`src/common/alm_pkg.sv`:
```
// Shared constants for the alarm and link monitor
`default_nettype none
package alm_pkg;
    localparam int ADDR_W = 8;
    localparam int DATA_W = 32;
    localparam int N_ALARM = 6;

    // Register offsets
    localparam logic [7:0] OFS_LINK_CTRL = 8'h00;
    localparam logic [7:0] OFS_ALARM_STATUS_BITS = 8'h04;
    localparam logic [7:0] OFS_ALM_MASK = 8'h08;
    localparam logic [7:0] OFS_SUMMARY = 8'h0C;
    localparam logic [7:0] OFS_LANE_ALM = 8'h10;
    localparam logic [7:0] OFS_MF_PERIOD = 8'h14;
    localparam logic [7:0] OFS_POWER = 8'h18;
    localparam logic [7:0] OFS_NCO_SEL = 8'h1C;

    // Control register fields
    localparam int CTL_LINK_EN = 0;
    localparam int CTL_REINIT = 1;
    localparam int CTL_ENC_64B = 2;
    localparam int CTL_SUBCLASS0 = 3;
    localparam int CTL_NCO_BY_ILAS = 4;
    localparam int CTL_PIN_ALARM = 5;
    localparam int CTL_W = 6;

    // Alarm status bit positions
    localparam int ALM_FIFO = 0;
    localparam int ALM_PLL = 1;
    localparam int ALM_NOT_DATA = 2;
    localparam int ALM_SYSREF = 3;
    localparam int ALM_NCO = 4;
    localparam int ALM_CLK = 5;

    // Summary fields
    localparam int SUM_ALARM = 0;
    localparam int SUM_NCO_SYNCED = 1;

    // Power register fields
    localparam int PWR_CH_A = 0;
    localparam int PWR_CH_B = 1;

    // NCO select register: bit 0 source, bits 2:1 chan A, bits 4:3 chan B
    localparam int NSEL_SRC = 0;
    localparam int NSEL_A_LSB = 1;
    localparam int NSEL_B_LSB = 3;

    // Reset values
    localparam logic [CTL_W-1:0] RST_LINK_CTRL = 6'h00;
    localparam logic [N_ALARM-1:0] RST_ALM_MASK = 6'h00;
    localparam logic [15:0] RST_MF_PERIOD = 16'h0020;
    localparam logic [1:0] RST_POWER = 2'h0;
    localparam logic [4:0] RST_NCO_SEL = 5'h00;

    // Clock and comparator timing
    localparam int CLK_PERIOD_NS = 10;
    localparam int CLK_CMP_DIV = 2;
endpackage
`default_nettype wire

```
`src/common/alm_flag_if.sv`:
```
// Set, clear and state of a bank of sticky flags
`default_nettype none
interface alm_flag_if #(parameter int W = 1);
    logic [W-1:0] set;
    logic [W-1:0] clr;
    logic [W-1:0] q;
    modport owner (input set, input clr, output q);
    modport user (output set, output clr, input q);
endinterface
`default_nettype wire

```
`src/verilog/alm_monitor.sv`:
```
// Alarm, upset and link enable monitor of the serial transmit section
//
// How it works
// - Each alarm source sets one status bit; clock upset and power-down exit share one
// - Status bits stay set until written one
// - Unmasked alarms drive the summary alarm
// - Status pin shows alarm when selected
// - Any NCO accumulator mismatch sets sticky flag
// - NCO compare valid only after NCO sync
// - Channel B NCO select independent of A
// - Half-rate clock mismatch sets sticky flag
// - Power-down exit may set clock flag
// - Link disabled: reset, power down, gate clocks
// - SYSREF resets local multiframe clock counter
// - Subclass 0 self-runs clock, honours SYNC in 8B/10B
// - FIFO errors set alarm and lane flag
// - Optional reinit on FIFO alarm
`default_nettype none
module alm_monitor
    import alm_pkg::*;
#(
    parameter int LANES = 16,
    parameter int NCO_W = 32,
    parameter int CLK_W = 4
) (
    // Clock and reset
    input wire logic                mclk,
    input wire logic                resetn,
    // Register port
    input wire logic [ADDR_W-1:0]   addr,
    input wire logic [DATA_W-1:0]   wdata,
    input wire logic                wr,
    input wire logic                rd,
    output logic [DATA_W-1:0]       rdata_q,
    // Asynchronous pins
    input wire logic                sysref,
    input wire logic                sync_n,
    input wire logic                power_down_pin,
    input wire logic                pll_locked,
    input wire logic [1:0]          channel_a_nco_select_pins,
    input wire logic [1:0]          channel_b_nco_select_pins,
    // Link layer status
    input wire logic [LANES-1:0]    lane_fifo_error,
    input wire logic                link_in_data_state,
    input wire logic                ilas_start,
    // Channel comparison taps
    input wire logic [NCO_W-1:0]    nco_acc_a,
    input wire logic [NCO_W-1:0]    nco_acc_b,
    input wire logic [CLK_W-1:0]    clk_phase_a,
    input wire logic [CLK_W-1:0]    clk_phase_b,
    // Link control
    output logic                    link_reset_n_q,
    output logic                    serializer_power_down_q,
    output logic                    link_clock_enable_q,
    output logic                    fifo_reinit_q,
    output logic                    link_sync_request_q,
    output logic                    lmfc_edge_q,
    output logic                    nco_sync_pulse_q,
    output logic [1:0]              nco_select_a_q,
    output logic [1:0]              nco_select_b_q,
    // Alarm outputs
    output logic                    summary_alarm_q,
    output logic                    calibration_status_pin_q
);
    localparam int PIN_W = 8;

    // Registers
    logic [CTL_W-1:0]   ctrl_q;
    logic [N_ALARM-1:0] mask_q;
    logic [15:0]        mf_period_q;
    logic [1:0]         power_q;
    logic [4:0]         nco_sel_q;

    // Pin synchroniser
    logic [PIN_W-1:0]   pin_meta_q;
    logic [PIN_W-1:0]   pin_sync_q;
    logic [PIN_W-1:0]   pin_prev_q;
    logic [PIN_W-1:0]   pin_raw;

    // Internal state
    logic [15:0]        mf_cnt_q;
    logic [15:0]        mf_cnt_d;
    logic               nco_synced_q;
    logic               half_en_q;
    logic               pd_exit_q;

    alm_flag_if #(.W(N_ALARM)) alm ();
    alm_flag_if #(.W(LANES)) lane ();

    alm_sticky #(.W(N_ALARM)) u_alarm (
        .mclk   (mclk),
        .resetn (resetn),
        .flags  (alm)
    );

    alm_sticky #(.W(LANES)) u_lane (
        .mclk   (mclk),
        .resetn (resetn),
        .flags  (lane)
    );

    // Pins pass two flip-flops before any logic reads them
    assign pin_raw = {channel_b_nco_select_pins, channel_a_nco_select_pins,
                      pll_locked, power_down_pin, sync_n, sysref};

    always_ff @(posedge mclk or negedge resetn) begin
        if (!resetn) begin
            pin_meta_q <= 8'h06;
            pin_sync_q <= 8'h06;
            pin_prev_q <= 8'h06;
        end else begin
            pin_meta_q <= pin_raw;
            pin_sync_q <= pin_meta_q;
            pin_prev_q <= pin_sync_q;
        end
    end

    // Synchronised pin views
    wire       sysref_s   = pin_sync_q[0];
    wire       sync_n_s   = pin_sync_q[1];
    wire       pd_s       = pin_sync_q[2];
    wire       pll_s      = pin_sync_q[3];
    wire [1:0] sel_a_pin  = pin_sync_q[5:4];
    wire [1:0] sel_b_pin  = pin_sync_q[7:6];
    wire       sysref_cap = sysref_s & ~pin_prev_q[0];
    wire       pd_release = ~pd_s & pin_prev_q[2];

    // Control decode
    wire link_en     = ctrl_q[CTL_LINK_EN];
    wire reinit_en   = ctrl_q[CTL_REINIT];
    wire enc_64b     = ctrl_q[CTL_ENC_64B];
    wire subclass0   = ctrl_q[CTL_SUBCLASS0];
    wire nco_by_ilas = ctrl_q[CTL_NCO_BY_ILAS];
    wire pin_alarm   = ctrl_q[CTL_PIN_ALARM];
    wire both_on     = ~power_q[PWR_CH_A] & ~power_q[PWR_CH_B] & ~pd_s;

    // Register decode
    wire wr_ctrl   = wr && (addr == OFS_LINK_CTRL);
    wire wr_status = wr && (addr == OFS_ALARM_STATUS_BITS);
    wire wr_mask   = wr && (addr == OFS_ALM_MASK);
    wire wr_lane   = wr && (addr == OFS_LANE_ALM);
    wire wr_period = wr && (addr == OFS_MF_PERIOD);
    wire wr_power  = wr && (addr == OFS_POWER);
    wire wr_nsel   = wr && (addr == OFS_NCO_SEL);

    // Half-rate enable for the clock comparator
    always_ff @(posedge mclk or negedge resetn) begin
        if (!resetn) begin
            half_en_q <= 1'b0;
        end else begin
            half_en_q <= ~half_en_q;
        end
    end

    // Local multiframe or extended multiblock counter; SYSREF realigns
    // it unless subclass 0, where it free-runs with arbitrary phase
    wire mf_wrap = (mf_cnt_q >= mf_period_q - 16'h0001);
    wire sysref_use = sysref_cap & ~subclass0 & link_en;
    wire sysref_realign = sysref_use & (mf_cnt_q != 16'h0000);

    always_comb begin
        mf_cnt_d = mf_cnt_q + 16'h0001;
        if (!link_en) begin
            mf_cnt_d = 16'h0000;
        end else if (sysref_use) begin
            mf_cnt_d = 16'h0000;
        end else if (mf_wrap) begin
            mf_cnt_d = 16'h0000;
        end
    end

    // Period register picks frames per multiframe in 8B/10B mode or
    // blocks per extended multiblock in 64B/66B mode; both share it
    always_ff @(posedge mclk or negedge resetn) begin
        if (!resetn) begin
            mf_cnt_q    <= 16'h0000;
            lmfc_edge_q <= 1'b0;
        end else begin
            mf_cnt_q    <= mf_cnt_d;
            lmfc_edge_q <= link_en & (mf_cnt_d == 16'h0000);
        end
    end

    // NCO synchronisation by SYSREF or by start of lane alignment
    wire nco_sync_evt = link_en & (nco_by_ilas ? ilas_start : sysref_cap);

    always_ff @(posedge mclk or negedge resetn) begin
        if (!resetn) begin
            nco_synced_q     <= 1'b0;
            nco_sync_pulse_q <= 1'b0;
        end else begin
            nco_sync_pulse_q <= nco_sync_evt;
            if (!link_en || !both_on) begin
                nco_synced_q <= 1'b0;
            end else if (nco_sync_evt) begin
                nco_synced_q <= 1'b1;
            end
        end
    end

    // Power-down exit is registered as a one-cycle event
    always_ff @(posedge mclk or negedge resetn) begin
        if (!resetn) begin
            pd_exit_q <= 1'b0;
        end else begin
            pd_exit_q <= pd_release;
        end
    end

    // Alarm events
    wire fifo_evt = |lane_fifo_error;
    wire nco_mis  = nco_synced_q & (nco_acc_a != nco_acc_b);
    wire clk_mis  = half_en_q & both_on & (clk_phase_a != clk_phase_b);

    assign alm.set[ALM_FIFO]     = fifo_evt;
    assign alm.set[ALM_PLL]      = link_en & ~pll_s;
    assign alm.set[ALM_NOT_DATA] = link_en & ~link_in_data_state;
    assign alm.set[ALM_SYSREF]   = sysref_realign;
    assign alm.set[ALM_NCO]      = nco_mis;
    assign alm.set[ALM_CLK]      = clk_mis | pd_exit_q;
    assign alm.clr = wr_status ? wdata[N_ALARM-1:0] : '0;

    assign lane.set = lane_fifo_error;
    assign lane.clr = wr_lane ? wdata[LANES-1:0] : '0;

    wire summary = |(alm.q & ~mask_q);

    // Register writes
    always_ff @(posedge mclk or negedge resetn) begin
        if (!resetn) begin
            ctrl_q      <= RST_LINK_CTRL;
            mask_q      <= RST_ALM_MASK;
            mf_period_q <= RST_MF_PERIOD;
            power_q     <= RST_POWER;
            nco_sel_q   <= RST_NCO_SEL;
        end else begin
            if (wr_ctrl) begin
                ctrl_q <= wdata[CTL_W-1:0];
            end
            if (wr_mask) begin
                mask_q <= wdata[N_ALARM-1:0];
            end
            if (wr_period && wdata[15:0] != 16'h0000) begin
                mf_period_q <= wdata[15:0];
            end
            if (wr_power) begin
                power_q <= wdata[1:0];
            end
            if (wr_nsel) begin
                nco_sel_q <= wdata[4:0];
            end
        end
    end

    // Read mux; unmapped addresses read zero
    logic [DATA_W-1:0] rd_mux;

    always_comb begin
        rd_mux = '0;
        unique case (addr)
            OFS_LINK_CTRL:  rd_mux[CTL_W-1:0]   = ctrl_q;
            OFS_ALARM_STATUS_BITS: rd_mux[N_ALARM-1:0] = alm.q;
            OFS_ALM_MASK:   rd_mux[N_ALARM-1:0] = mask_q;
            OFS_SUMMARY:    rd_mux[1:0] = {nco_synced_q, summary};
            OFS_LANE_ALM:   rd_mux[LANES-1:0]   = lane.q;
            OFS_MF_PERIOD:  rd_mux[15:0]        = mf_period_q;
            OFS_POWER:      rd_mux[1:0]         = power_q;
            OFS_NCO_SEL:    rd_mux[4:0]         = nco_sel_q;
            default:        rd_mux = '0;
        endcase
    end

    always_ff @(posedge mclk or negedge resetn) begin
        if (!resetn) begin
            rdata_q <= '0;
        end else begin
            rdata_q <= rd ? rd_mux : '0;
        end
    end

    // FIFO error restarts serializers, FIFO and link for as long as it lasts
    wire reinit = reinit_en & fifo_evt & link_en;

    // Channel B select follows its own pins or register field,
    // never channel A, so the two may run different frequencies
    wire [1:0] sel_a = nco_sel_q[NSEL_SRC] ?
                       nco_sel_q[NSEL_A_LSB +: 2] : sel_a_pin;
    wire [1:0] sel_b = nco_sel_q[NSEL_SRC] ?
                       nco_sel_q[NSEL_B_LSB +: 2] : sel_b_pin;

    // Outputs; link section held idle while disabled
    always_ff @(posedge mclk or negedge resetn) begin
        if (!resetn) begin
            link_reset_n_q           <= 1'b0;
            serializer_power_down_q  <= 1'b1;
            link_clock_enable_q      <= 1'b0;
            fifo_reinit_q            <= 1'b0;
            link_sync_request_q      <= 1'b0;
            nco_select_a_q           <= 2'h0;
            nco_select_b_q           <= 2'h0;
            summary_alarm_q          <= 1'b0;
            calibration_status_pin_q <= 1'b0;
        end else begin
            link_reset_n_q           <= link_en & ~reinit;
            serializer_power_down_q  <= ~link_en | reinit;
            link_clock_enable_q      <= link_en;
            fifo_reinit_q            <= reinit;
            link_sync_request_q      <= link_en & ~enc_64b & ~sync_n_s;
            nco_select_a_q           <= sel_a;
            nco_select_b_q           <= sel_b;
            summary_alarm_q          <= summary;
            calibration_status_pin_q <= pin_alarm & summary;
        end
    end
endmodule
`default_nettype wire

```
`src/verilog/alm_sticky.sv`:
```
// Bank of sticky flags, set by events and cleared by writing ones
`default_nettype none
module alm_sticky #(
    parameter int W = 1
) (
    // Clock and reset
    input wire logic    mclk,
    input wire logic    resetn,
    // Flag bank
    alm_flag_if.owner   flags
);
    logic [W-1:0] q_q;
    logic [W-1:0] q_d;

    // An event in the clearing cycle keeps its bit set
    assign q_d = (q_q & ~flags.clr) | flags.set;
    assign flags.q = q_q;

    always_ff @(posedge mclk or negedge resetn) begin
        if (!resetn) begin
            q_q <= '0;
        end else begin
            q_q <= q_d;
        end
    end
endmodule
`default_nettype wire

```
`config.mk`:
```
export PLATFORM = sky130hd
export DESIGN_NAME = alm_monitor
export DESIGN_NICKNAME = d
export VERILOG_FILES = /design/src/common/alm_pkg.sv /design/src/common/alm_flag_if.sv /design/src/verilog/alm_monitor.sv /design/src/verilog/alm_sticky.sv
export SDC_FILE = /design/constraint.sdc
export NUM_CORES = 1
export LEC_CHECK = 0
export ABC_CLOCK_PERIOD_IN_PS = 3860
export BUFFER_PORTS_ARGS = -buffer_cell sky130_fd_sc_hd__buf_2
export CAP_MARGIN = 20
export CORE_MARGIN = 2
export CORE_UTILIZATION = 52
export DETAILED_ROUTE_END_ITERATION = 7
export PLACE_DENSITY_LB_ADDON = 0.25
export SETUP_SLACK_MARGIN = 0.05
export SLEW_MARGIN = 20
export SYNTH_ARGS = -nofsm -noshare
export SYNTH_HDL_FRONTEND = slang
export SYNTH_SLANG_ARGS = --single-unit
```
`constraint.sdc`:
```
create_clock -name mclk -period 3.86 [get_ports mclk]
set_input_delay 0.579 -clock mclk [delete_from_list [all_inputs] [get_ports mclk]]
set_output_delay 0.579 -clock mclk [all_outputs]
set_load 0.03 [all_outputs]
```
==> impl_summary.md, run 1 <==
Logic synthesis
The synthesis warning total is 0. The synthesized design contains about 120 register bits. In the synthesized netlist, the number of instances is approximately 580. In the post-synthesis netlist, the cell with the most instances is sky130_fd_sc_hd__dfrtp_1. The leading area contributor after synthesis is sky130_fd_sc_hd__dfrtp_1. Ranked by total cell area, the synthesized netlist is headed by sky130_fd_sc_hd__dfrtp_1 (46%), sky130_fd_sc_hd__mux2_2 (7.5%), sky130_fd_sc_hd__xor2_1 (6.8%), sky130_fd_sc_hd__ha_1 (3.8%), sky130_fd_sc_hd__xnor2_1 (3.1%). In the synthesized netlist the dominant register cell turns out to be sky130_fd_sc_hd__dfrtp_1. The post-synthesis instance area is around 6300 sq um. In this run the mean area of a mapped cell was ~11 sq um. After synthesis, the share of flip-flops with an asynchronous set or reset is 1.00.

Counting flops with a built-in enable in the synthesized netlist gives 0. The top-area cell type share of the netlist area is 0.463. The number of distinct library cells after synthesis is 56.

Of the synthesized area, sequential elements account for 0.492. After synthesis, the most frequently instantiated cells are sky130_fd_sc_hd__dfrtp_1 (116), sky130_fd_sc_hd__xor2_1 (49), sky130_fd_sc_hd__nor2_1 (43).

Timing
Setup violations remaining at the end of the flow were counted as 0. The final hold slack is around 0.20 ns. The total count of hold-check failures in the final report was 0.

The final worst clock skew is approximately 0.0057 ns. The share of the cycle needed by the critical path after routing is 0.874. The total negative setup slack is 0 ns.

The measured slew at the worst slew-check pin is 0.884 ns. Static timing analysis puts the maximum clock frequency at slightly below 300 MHz. The final count of pins violating max slew is 0. Setup repair after global routing left no endpoint under its margin.

Headroom to the max-slew limit came out at 0.411. The worst path in the final design needs a cycle of 3.37 ns, including I/O delays and setup.

Worst setup path
Of all nets on the critical path, the largest fanout is 8. STA classifies the critical path endpoint as a register. The most common cell type on the critical path is sky130_fd_sc_hd__nand4_1. The path type of the worst setup path is reg -> reg. The critical path goes through or4_4 -> or3_4 -> nor3_4 -> nand2_2 -> nor4_2 -> xnor2_1 -> ha_1 -> nand4_1 -> a21oi_1 -> nor4_1 -> nand4_1 -> buf_4 -> nor2_1. STA classifies the critical path startpoint as a register. On the worst path, the slowest cell contributes a delay of between 0.5 and 0.6 ns.

The critical path crosses 13 cells after its start point. The count of cells along the worst register-to-register path is 13. For the worst setup path, the data required time is 4.20 ns.

The critical path's top delay family is simple AND/OR/NAND/NOR gates. Together, buffers and inverters on the worst path number 1. Data arrives at the worst endpoint at ~3.7 ns.

Among all stages on the critical path, the largest delay is contributed by sky130_fd_sc_hd__or4_4.

Route
Once detail routing completed, the nets flagged for antenna violations numbered 0. The detailed router finished its first iteration with about 390 violations. In the routed layout, each cell is associated on average with a via count of about 5.5.

After detailed routing, the number of remaining DRC violations is 0. The final routed wire length divided by cell count is around 16 um. The first TritonRoute pass finished after 5 iterations.

The total detailed-routing wirelength is 14.8 mm. The total number of vias is just under 5000.

Floorplanning
The floorplan step defined a die boundary enclosing ~13000 sq um. The standard-cell row count is 40. The region available for standard cell placement spans 11900 sq um.

around 190 I/O pins were placed. From bottom edge to top edge, the die measures roughly 110 um. The effective utilization at floorplan is 0.526.

The horizontal extent of the die is 114 um.

Global route
Entering global routing, the biggest net connects 74 pins. The number of antenna violations at the first check in global routing is 0. Across every metal layer, demand over resource in global routing totals 0.239.

The via count of the first global-routing pass came to approximately 5000. Global routing finished with a remaining overflow of 0. The wire length of the first global-routing pass is 24.2 mm.

CTS
The clock sink count is ~120. The maximum clock insertion buffer count is 2. Gates resized during post-CTS repair numbered 0.

CTS built an H-tree with a depth of 4. The CTS tree is done. The number of buffers created by CTS is 17. For the worst-skew pair, the clock arrives at the later sink with an insertion delay of about 0.42 ns.

The root buffer cell is sky130_fd_sc_hd__clkbuf_16. The clock-pin slew reported for the worst setup and hold paths after clock tree synthesis is approximately 0.06 ns.

Pwr
The maximum VDD drop is roughly 0.00038 V. The analysis attributes to cell leakage a power of between 0.003 and 0.004 uW. The power per cell area is between 400 and 500 nW/um^2.

Cells and area
The antenna diode count is 0. In the final layout, the share of cells above drive strength 1 is 0.333. The final net count is about 900.

The area growth from synthesis to final layout is 23.6%. The layout has just under 1000 filler cells.

Job
Max-cap violations in this run came to 0.

Hold path
The class of the tightest hold or removal check is in -> async.

Place
The congestion estimate from routability-driven global placement came to between 0.8 and 0.9. Input and output buffers added on the ports amount to approximately 150. After legalization and detailed placement, the total HPWL measured 10.6 mm.

Outcome
The flow ran to the end, and the final reports show no timing, DRC or antenna violations.
==> power breakdown <==
group          internal, uW  leakage [uW]  total, uW  switching, uW
Sequential             1330       0.00153       1360           31.2
Clock                  1000      0.000284       1580            573
Combinational           176       0.00187        397            222
==> stage by stage <==
step / utilization / instances / total power, uW / cell area, sq um / setup WS [ns]
after floorplan: - / 590 / 1620 / 6330 / 0.818
after global placement: 0.599 / 862 / 1760 / 7140 / 0.455
after detailed placement: 0.599 / 862 / 1780 / 7140 / 0.316
after CTS: 0.649 / 894 / 3360 / 7730 / 0.252
after global routing: 0.651 / 897 / 3470 / 7750 / 0.247
final: 0.651 / 897 / 3340 / 7750 / 0.486
==> final timing paths <==
| kind | start | to | slack (ns) |
|---|---|---|---|
| worst max-delay path | mf_period_q[4] | mf_cnt_q[9] | 0.49 |
| worst min-delay path | resetn | lmfc_edge_q | 0.20 |
| worst max register to register | mf_period_q[4] | mf_cnt_q[9] | 0.49 |
| worst min register to register | pin_meta_q[6] | pin_sync_q[6] | 0.35 |
| max in group asynchronous | resetn | pin_meta_q[2] | 2.82 |
| min in group mclk | sync_n | pin_meta_q[1] | 0.26 |
==> registers in the layout (all words and copies together), names as in the netlist, 2 cells and up <==
name	cells
nco_select_b_q	2
mask_q	6
pin_prev_q	2
u_lane.flags.q	16
ctrl_q	6
nco_sel_q	5
mf_cnt_q	16
u_alarm.flags.q	6
power_q	2
rdata_q	16
nco_select_a_q	2
pin_sync_q	8
mf_period_q	16
pin_meta_q	8
==> placed cells by master, fill, tap and decap left out, types with 3 or more instances in the layout <==
cell and n:
sky130_fd_sc_hd__a21boi_0 3, sky130_fd_sc_hd__a32o_1 3, sky130_fd_sc_hd__o21ai_0 9, sky130_fd_sc_hd__conb_1 16, sky130_fd_sc_hd__a31oi_1 4, sky130_fd_sc_hd__mux2i_1 5, sky130_fd_sc_hd__xor2_1 49, sky130_fd_sc_hd__ha_1 19
sky130_fd_sc_hd__nor3_2 3, sky130_fd_sc_hd__dfrtp_1 116, sky130_fd_sc_hd__nor2_1 43, sky130_fd_sc_hd__xnor2_1 22, sky130_fd_sc_hd__nor3b_1 3, sky130_fd_sc_hd__inv_1 16, sky130_fd_sc_hd__or3_1 3, sky130_fd_sc_hd__buf_4 7
sky130_fd_sc_hd__nor3_1 8, sky130_fd_sc_hd__nor2b_1 14, sky130_fd_sc_hd__and4_1 3, sky130_fd_sc_hd__nand3_1 16, sky130_fd_sc_hd__mux2_2 42, sky130_fd_sc_hd__clkinv_4 3, sky130_fd_sc_hd__clkbuf_1 3, sky130_fd_sc_hd__clkbuf_16 17
sky130_fd_sc_hd__clkbuf_8 3, sky130_fd_sc_hd__a22oi_1 13, sky130_fd_sc_hd__a21o_1 18, sky130_fd_sc_hd__and3_1 4, sky130_fd_sc_hd__nand4_1 13, sky130_fd_sc_hd__nor4_1 21, sky130_fd_sc_hd__dfstp_2 7, sky130_fd_sc_hd__nand2_1 39
sky130_fd_sc_hd__a21oi_1 14, sky130_fd_sc_hd__buf_2 153, sky130_fd_sc_hd__o22ai_1 3
==> area by class of cell <==
class	count	area [sq um]	area share
Clock inverter	9	115	0.0149
Clock buffer	23	478	0.0617
Multi-Input combinational cell	418	2990	0.386
Inverter	16	60.1	0.00775
Tap cell	147	184	0.0237
Timing Repair Buffer	161	838	0.108
Sequential cell	123	3090	0.398
==> metal layers <==
layer  track usage  part of all wire  wire length [um]
met5             0                 0                 0
met3        0.0537             0.062               917
met1         0.301              0.41              6070
met4        0.0886             0.016               242
met2         0.405              0.51              7570
==> timing repair <==
action,CTS,global route
buffers inserted,0,3
setup endpoints to repair,0,3
hold buffers,0,0
==> worst register-to-register path, stage by stage, from the launching register on <==
cell and delay [ns]:
sky130_fd_sc_hd__dfrtp_1 0.44, sky130_fd_sc_hd__or4_4 0.55, sky130_fd_sc_hd__or3_4 0.36, sky130_fd_sc_hd__nor3_4 0.14, sky130_fd_sc_hd__nand2_2 0.10, sky130_fd_sc_hd__nor4_2 0.19, sky130_fd_sc_hd__xnor2_1 0.17, sky130_fd_sc_hd__ha_1 0.27
sky130_fd_sc_hd__nand4_1 0.12, sky130_fd_sc_hd__a21oi_1 0.07, sky130_fd_sc_hd__nor4_1 0.21, sky130_fd_sc_hd__nand4_1 0.30, sky130_fd_sc_hd__buf_4 0.26, sky130_fd_sc_hd__nor2_1 0.11
==> cell families (layout without fill, tap and decap cells) <==
| kind of cell | after synthesis | after routing | synth area share |
|---|---|---|---|
| AO/OA/AOI/OAI | 78 | 78 | 0.0866 |
| XOR/XNOR | 71 | 71 | 0.0992 |
| adder cells (fa/ha/maj) | 19 | 19 | 0.0379 |
| buffers and inverters | 49 | 209 | 0.0399 |
| flip-flops | 123 | 123 | 0.492 |
| multiplexers | 47 | 47 | 0.0834 |
| other | 1 | 16 | 0.000598 |
| AND/OR/NAND/NOR | 187 | 187 | 0.160 |
Power figures use the tool's default switching activity.
==> run 2: changes to the inputs <==
--- a/config.mk
+++ b/config.mk
@@ -6,11 +6,11 @@
 export NUM_CORES = 1
 export LEC_CHECK = 0
 export ABC_CLOCK_PERIOD_IN_PS = 3860
-export BUFFER_PORTS_ARGS = -buffer_cell sky130_fd_sc_hd__buf_2
 export CAP_MARGIN = 20
-export CORE_MARGIN = 2
-export CORE_UTILIZATION = 52
+export CORE_MARGIN = 3
+export CORE_UTILIZATION = 55
 export DETAILED_ROUTE_END_ITERATION = 7
+export DONT_BUFFER_PORTS = 1
 export PLACE_DENSITY_LB_ADDON = 0.25
 export SETUP_SLACK_MARGIN = 0.05
 export SLEW_MARGIN = 20
==> impl_summary.md, run 2 (synthesized netlist as in run 1, its figures left out) <==
Route
The highest metal layer carrying signal wires in the routed design is met4. The total length of routed met3 wires is 985 um (+7.4%). The wire length on met1 is 5.83 mm (-4.1%). The total detailed-routing wirelength is 14.3 mm (-3.2%). The final routed DRC violation total is 0 (unchanged). The number of vias per cell is 5.89 (+6.7%). The final antenna-violating net count is 0 (unchanged).

The total number of vias is 4325 (-13%). The count of routing violations after the opening detailed-route iteration is 272 (-30%). The detailed-router iteration count before antenna repair came to 4 (-1).

The routed length on met2 is 7.35 mm (-2.8%). The final routed wire length divided by cell count was 19.5 um (+18%).

Outcome
The flow ran to the end, and the final reports show no timing, DRC or antenna violations.

Timing
The highest clock frequency the design can meet is 294 MHz (-0.94%). The total count of hold-check failures in the final report was 0 (unchanged). The final count of pins violating max slew is 0 (unchanged). The time the worst path needs with I/O delays and setup is 3.41 ns (+0.0319 ns). The final worst clock skew was 0.00712 ns (+0.00140 ns).

The share of the cycle needed by the critical path after routing is 0.882 (+0.00827). Setup repair after global routing left no endpoint under its margin. The total negative setup slack was 0 ns (unchanged). The measured slew at the worst slew-check pin is 0.858 ns (-0.0261 ns).

The headroom to the max-slew limit was 0.428 (+0.0174). The final number of setup-violating endpoints was 0 (unchanged).

CTS
The clock network latency to the later pin of the worst-skew pair is 0.41 ns (about the same). The clock-pin slew reported for the worst setup and hold paths after clock tree synthesis is 0.05 ns (about the same). The number of buffers created by CTS is 17 (unchanged). The tree is rooted in a sky130_fd_sc_hd__clkbuf_16. The clock sink count came to 123 (unchanged).

The H-tree depth came to 4 (unchanged). The cts-stage hold buffer count was 2 (+2). The maximum clock insertion buffer count is 2 (unchanged). The CTS tree is done. The post-CTS setup buffer count came to 0 (unchanged).

The count of cells resized by post-cts repair was 0 (unchanged).

Floorplanning
The area enclosed by the die boundary is 12700 sq um (-1.8%). The core box area is 11000 sq um (-7.8%). The horizontal extent of the die is 113 um (-0.91%).

The height of the die is 113 um (-0.91%). The effective utilization at floorplan is 0.571 (+0.0445). The standard-cell row count is 38 (-5.0%). The number of I/O pins is 187 (unchanged).

Global route
The maximum number of pins on one net before global-route repair is 117 (+58%). The wire length of the first global-routing pass is 23.0 mm (-4.8%). The number of antenna violations at the first check in global routing was 0 (unchanged). The via count of the first global-routing pass is 4539 (-9.6%).

The residual overflow from global routing is 0 (unchanged). The overall track demand over capacity in global routing came to 0.232 (-0.00724).

Worst setup path
The worst setup path is captured at a register. The largest driver fanout on the critical path is 12 (+4). The path type of the worst setup path is reg -> reg. The element type at the critical path start is a register. The endpoint arrival time on the critical path is 3.74 ns (+0.03 ns). The worst register-to-register path ends at mf_cnt_q[4]. The count of cells along the worst register-to-register path was 13 (unchanged).

The internal reg-to-reg setup slack is 0.45 ns (-0.03 ns). The startpoint of the worst register-to-register path is mf_period_q[4]. The endpoint required time on the critical path came to 4.20 ns (about the same).

Pwr
The reported leakage power is 0.00306 uW (-17%). The power per cell area was 476 nW/um^2 (+11%). The maximum VDD drop is 0.000429 V (+14%). The total power is 3330 uW (-0.19%).

Cells and area
The most common library cell in the layout ignoring fill and taps is sky130_fd_sc_hd__dfrtp_1. The antenna diode count was 0 (unchanged). The top cell types in the final layout, fill and taps aside, are sky130_fd_sc_hd__dfrtp_1 (116), sky130_fd_sc_hd__xor2_1 (49), sky130_fd_sc_hd__nor2_1 (43).

The final net count is 742 (-17%). The filler cell count was 857 (-11%). The area growth from synthesis to final layout is 11.6%.

The share of cells above drive strength 1 is 0.153 (-0.180).

Hold path
The path class of the tightest hold or removal check is in -> async.

Place
The total of buffers placed on input and output ports is 0 (-100%). The placer's final routability congestion estimate is 0.843 (+0.75%). The HPWL after detailed placement is 10.3 mm (-2.9%).

Job
The number of max-cap violations is 0 (unchanged).
==> run 2: per-layer routing <==
layer  GRT usage  up-vias
li1            -     2016
met1       0.280     2147
met2       0.390      144
met3      0.0786       18
met4      0.0777        0
met5           0        -
==> run 2: critical path, cell delays in order, from the launching register on <==
cell                      delay [ns]
sky130_fd_sc_hd__dfrtp_1        0.43
sky130_fd_sc_hd__or4_4          0.55
sky130_fd_sc_hd__or3_4          0.37
sky130_fd_sc_hd__nor3_4         0.14
sky130_fd_sc_hd__nand2_2        0.10
sky130_fd_sc_hd__nor4_2         0.19
sky130_fd_sc_hd__xnor2_1        0.16
sky130_fd_sc_hd__ha_1           0.27
sky130_fd_sc_hd__a21oi_1        0.17
sky130_fd_sc_hd__nor2b_1        0.06
sky130_fd_sc_hd__o21ai_0        0.22
sky130_fd_sc_hd__nand4_1        0.28
sky130_fd_sc_hd__buf_4          0.28
sky130_fd_sc_hd__nor2_1         0.11
==> run 2: worst max-delay path by stage <==
stage,to,cells after the start,from
final,mf_cnt_q[4],13,mf_period_q[4]
after floorplan,mf_cnt_q[10],13,mf_period_q[4]
after detailed placement,mf_cnt_q[4],13,mf_period_q[4]
after global placement,mf_cnt_q[2],13,mf_period_q[4]
after CTS,mf_cnt_q[4],13,mf_period_q[4]
after global routing,mf_cnt_q[0],13,mf_period_q[4]
==> run 2: report_power, final <==
part | total (uW) | switching [uW] | internal (uW)
clock network | 1670 | 537 | 1130
registers | 1370 | 43.4 | 1330
logic | 288 | 160 | 129
total | 3330 | 740 | 2590
==> run 2: cell type report <==
type	instances	area, sq um	area share
flip-flops and latches	123	3090	0.441
multi-input cells	418	2990	0.427
clock buffers	25	485	0.0694
well taps	140	175	0.0250
clock inverters	7	139	0.0199
repair buffers	5	60.1	0.00859
inverters	16	60.1	0.00859
==> run 2: stage by stage <==
stage               std cells  setup WS (ns)  hold WS (ns)  area (sq um)   util
finish                    734          0.454         0.102          7000  0.637
global route              734          0.244         0.137          7000  0.637
CTS                       734          0.438         0.142          7000  0.637
detailed placement        700          0.540         0.289          6330  0.577
global placement          700          0.652         0.289          6330  0.577
floorplan                 590          0.818         0.283          6330      -
==> run 3: changes to the inputs <==
--- a/config.mk
+++ b/config.mk
@@ -7,8 +7,9 @@
 export LEC_CHECK = 0
 export ABC_CLOCK_PERIOD_IN_PS = 3860
 export CAP_MARGIN = 20
+export CORE_ASPECT_RATIO = 0.75
 export CORE_MARGIN = 3
-export CORE_UTILIZATION = 55
+export CORE_UTILIZATION = 45
 export DETAILED_ROUTE_END_ITERATION = 7
 export DONT_BUFFER_PORTS = 1
 export PLACE_DENSITY_LB_ADDON = 0.25
==> impl_summary.md, run 3 (synthesized netlist as in run 1, its figures left out) <==
Route
The final routed wire length divided by cell count is 20.0 um (+2.5%). The wire length on met1 is 6.77 mm (+16%). The routed length on met2 is 6.87 mm (-6.6%). In this run the top signal layer used is met4.

The count of routing violations after the opening detailed-route iteration was 469 (+72%). The number of vias per cell is 5.76 (-2.2%). The total number of vias is 4410 (+2.0%). The total length of routed met3 wires is 1.42 mm (+44%).

The final antenna-violating net count is 0 (unchanged). The final routed DRC violation total is 0 (unchanged). The total detailed-routing wirelength came to 15.3 mm (+6.8%). The detailed-router iteration count before antenna repair is 5 (+1).

Worst setup path
The endpoint class of the critical path is a register. The count of cells along the worst register-to-register path is 13 (unchanged). The endpoint arrival time on the critical path came to 3.78 ns (+0.04 ns). The worst setup path is of the reg -> reg kind. In this design, the critical path's most frequently occurring cell is sky130_fd_sc_hd__nand4_1.

The startpoint identified for the worst register-to-register timing path is mf_period_q[4]. The critical path buffer and inverter count came to 1 (unchanged). The cell with the largest stage delay on the worst path is sky130_fd_sc_hd__or4_4. The element type at the critical path start is a register. The signal on the critical path passes through or4_4 -> or3_4 -> nor3_4 -> nand2_2 -> nor3_2 -> xnor2_1 -> ha_1 -> nand4_1 -> a21oi_1 -> nor4_1 -> nand4_1 -> buf_4 -> nor2_1. The critical path's top delay family is simple AND/OR/NAND/NOR gates. The internal reg-to-reg setup slack is 0.42 ns (-0.03 ns).

The maximum single-stage delay on the critical path is 0.55 ns (about the same). The endpoint required time on the critical path is 4.20 ns (about the same). The largest driver fanout on the critical path came to 13 (+1). The capture instance of the worst register-to-register path is mf_cnt_q[4].

Pwr
The power per cell area is 477 nW/um^2 (+0.19%). The maximum VDD drop is 0.000306 V (-29%). The reported leakage power came to 0.00306 uW (about the same). The total power is 3360 uW (+0.74%).

Floorplanning
The area enclosed by the die boundary is 15400 sq um (+21%). The number of I/O pins is 187 (unchanged). The standard-cell row count was 36 (-5.3%). The effective utilization at floorplan came to 0.472 (-0.0990). The core box area was 13300 sq um (+21%). The height of the die is 108 um (-4.0%). The horizontal extent of the die is 142 um (+26%).

Timing
The total count of hold-check failures in the final report came to 0 (unchanged). The final count of pins violating max slew is 0 (unchanged). The highest clock frequency the design can meet is 291 MHz (-1.0%).

The measured slew at the worst slew-check pin is 0.966 ns (+0.109 ns). The time the worst path needs with I/O delays and setup came to 3.44 ns (+0.0343 ns). The total negative setup slack is 0 ns (unchanged). The headroom to the max-slew limit was 0.356 (-0.0725). The worst setup slack after layout came to 0.419 ns (-0.0343 ns). The final number of setup-violating endpoints is 0 (unchanged). The share of the cycle needed by the critical path after routing is 0.891 (+0.00888). The final hold slack is 0.0969 ns (-0.00525 ns). Setup repair after global routing left no endpoint under its margin.

The final worst clock skew was 0.00636 ns (-0.000767 ns).

Place
The total of buffers placed on input and output ports is 0 (unchanged). The placer's final routability congestion estimate is 0.869 (+3.1%). The post-placement setup slack was 0.449 ns (-0.0910 ns).

The HPWL after detailed placement was 11.0 mm (+6.4%). The count of placed standard cells including taps is 731 (+4.4%).

Outcome
The flow ran to the end, and the final reports show no timing, DRC or antenna violations.

Hold path
The worst hold path belongs to the class in -> async.

Global route
The number of antenna violations at the first check in global routing is 0 (unchanged). The wire length of the first global-routing pass is 23.6 mm (+2.7%). The via count of the first global-routing pass is 4430 (-2.4%). The maximum number of pins on one net before global-route repair is 117 (unchanged). The overall track demand over capacity in global routing is 0.200 (-0.0320).

The residual overflow from global routing is 0 (unchanged).

CTS
The H-tree depth came to 4 (unchanged). The number of buffers created by CTS is 17 (unchanged). The clock-pin slew reported for the worst setup and hold paths after clock tree synthesis was 0.05 ns (about the same).

The post-CTS setup buffer count came to 0 (unchanged). The CTS tree is done. The maximum clock insertion buffer count came to 2 (unchanged). The clock network latency to the later pin of the worst-skew pair is 0.42 ns (about the same).

The cell sitting at the root of the clock tree is a sky130_fd_sc_hd__clkbuf_16. The clock sink count was 123 (unchanged).

Cells and area
The library cell used most frequently in the layout, excluding fill and tap cells, is sky130_fd_sc_hd__dfrtp_1. The area growth from synthesis to layout is 12.2%. The filler cell count is 1128 (+32%). The top cell types in the final layout, fill and taps aside, are sky130_fd_sc_hd__dfrtp_1 (116), sky130_fd_sc_hd__xor2_1 (49), sky130_fd_sc_hd__nor2_1 (43).

The non-filler instance count after layout is 765 (+4.2%). The antenna diode count is 0 (unchanged). The share of cells above drive strength 1 came to 0.155 (+0.00168). The final net count is 742 (unchanged).

Job
The number of max-cap violations was 0 (unchanged).
[run 3: cell type report]
| cell class | instances | area, sq um | share of cell area |
|---|---|---|---|
| Multi-Input combinational cell | 418 | 2990 | 0.425 |
| Timing Repair Buffer | 5 | 60.1 | 0.00854 |
| Tap cell | 171 | 214 | 0.0304 |
| Inverter | 16 | 60.1 | 0.00854 |
| Clock inverter | 8 | 143 | 0.0203 |
| Sequential cell | 123 | 3090 | 0.439 |
| Clock buffer | 24 | 482 | 0.0685 |
[run 3: routing by layer]
metal,vias to the layer above,GRT usage
met1,2177,0.281
met4,0,0.0597
met2,191,0.293
met5,-,0
met3,27,0.0685
li1,2015,-
[run 3: through the flow]
step | util | cell area [sq um]
final | 0.529 | 7030
after global routing | 0.529 | 7030
after CTS | 0.529 | 7030
after detailed placement | 0.480 | 6370
after global placement | 0.480 | 6370
after floorplan | - | 6330
[run 3: worst reg2reg max path, stage by stage (launching register included)]
cell and delay (ns):
sky130_fd_sc_hd__dfrtp_1 0.43, sky130_fd_sc_hd__or4_4 0.55, sky130_fd_sc_hd__or3_4 0.37, sky130_fd_sc_hd__nor3_4 0.15, sky130_fd_sc_hd__nand2_2 0.10, sky130_fd_sc_hd__nor3_2 0.20, sky130_fd_sc_hd__xnor2_1 0.19, sky130_fd_sc_hd__ha_1 0.30
sky130_fd_sc_hd__nand4_1 0.12, sky130_fd_sc_hd__a21oi_1 0.05, sky130_fd_sc_hd__nor4_1 0.23, sky130_fd_sc_hd__nand4_1 0.29, sky130_fd_sc_hd__buf_4 0.28, sky130_fd_sc_hd__nor2_1 0.12
[run 3: timing repair]
action / CTS / global route
gates resized for setup: 0 / 0
hold buffers: 2 / 0
hold endpoints to repair: 116 / 0
[run 3: how the worst max path moves through the flow]
stage              startpoint            to  cells past startpoint
2_1_floorplan  mf_period_q[4]  mf_cnt_q[10]                     13
3_5_place_dp   mf_period_q[4]  mf_cnt_q[11]                     13
3_3_place_gp   mf_period_q[4]   mf_cnt_q[9]                     13
4_1_cts        mf_period_q[4]  mf_cnt_q[11]                     13
5_1_grt        mf_period_q[4]   mf_cnt_q[0]                     13
6_report       mf_period_q[4]   mf_cnt_q[4]                     13
[run 3: power breakdown]
group / total [uW] / internal, uW / switching [uW] / leakage (uW)
Clock: 1680 / 1130 / 555 / 0.000304
Sequential: 1380 / 1330 / 44.3 / 0.00153
Combinational: 297 / 128 / 168 / 0.00123
Total: 3360 / 2590 / 768 / 0.00306
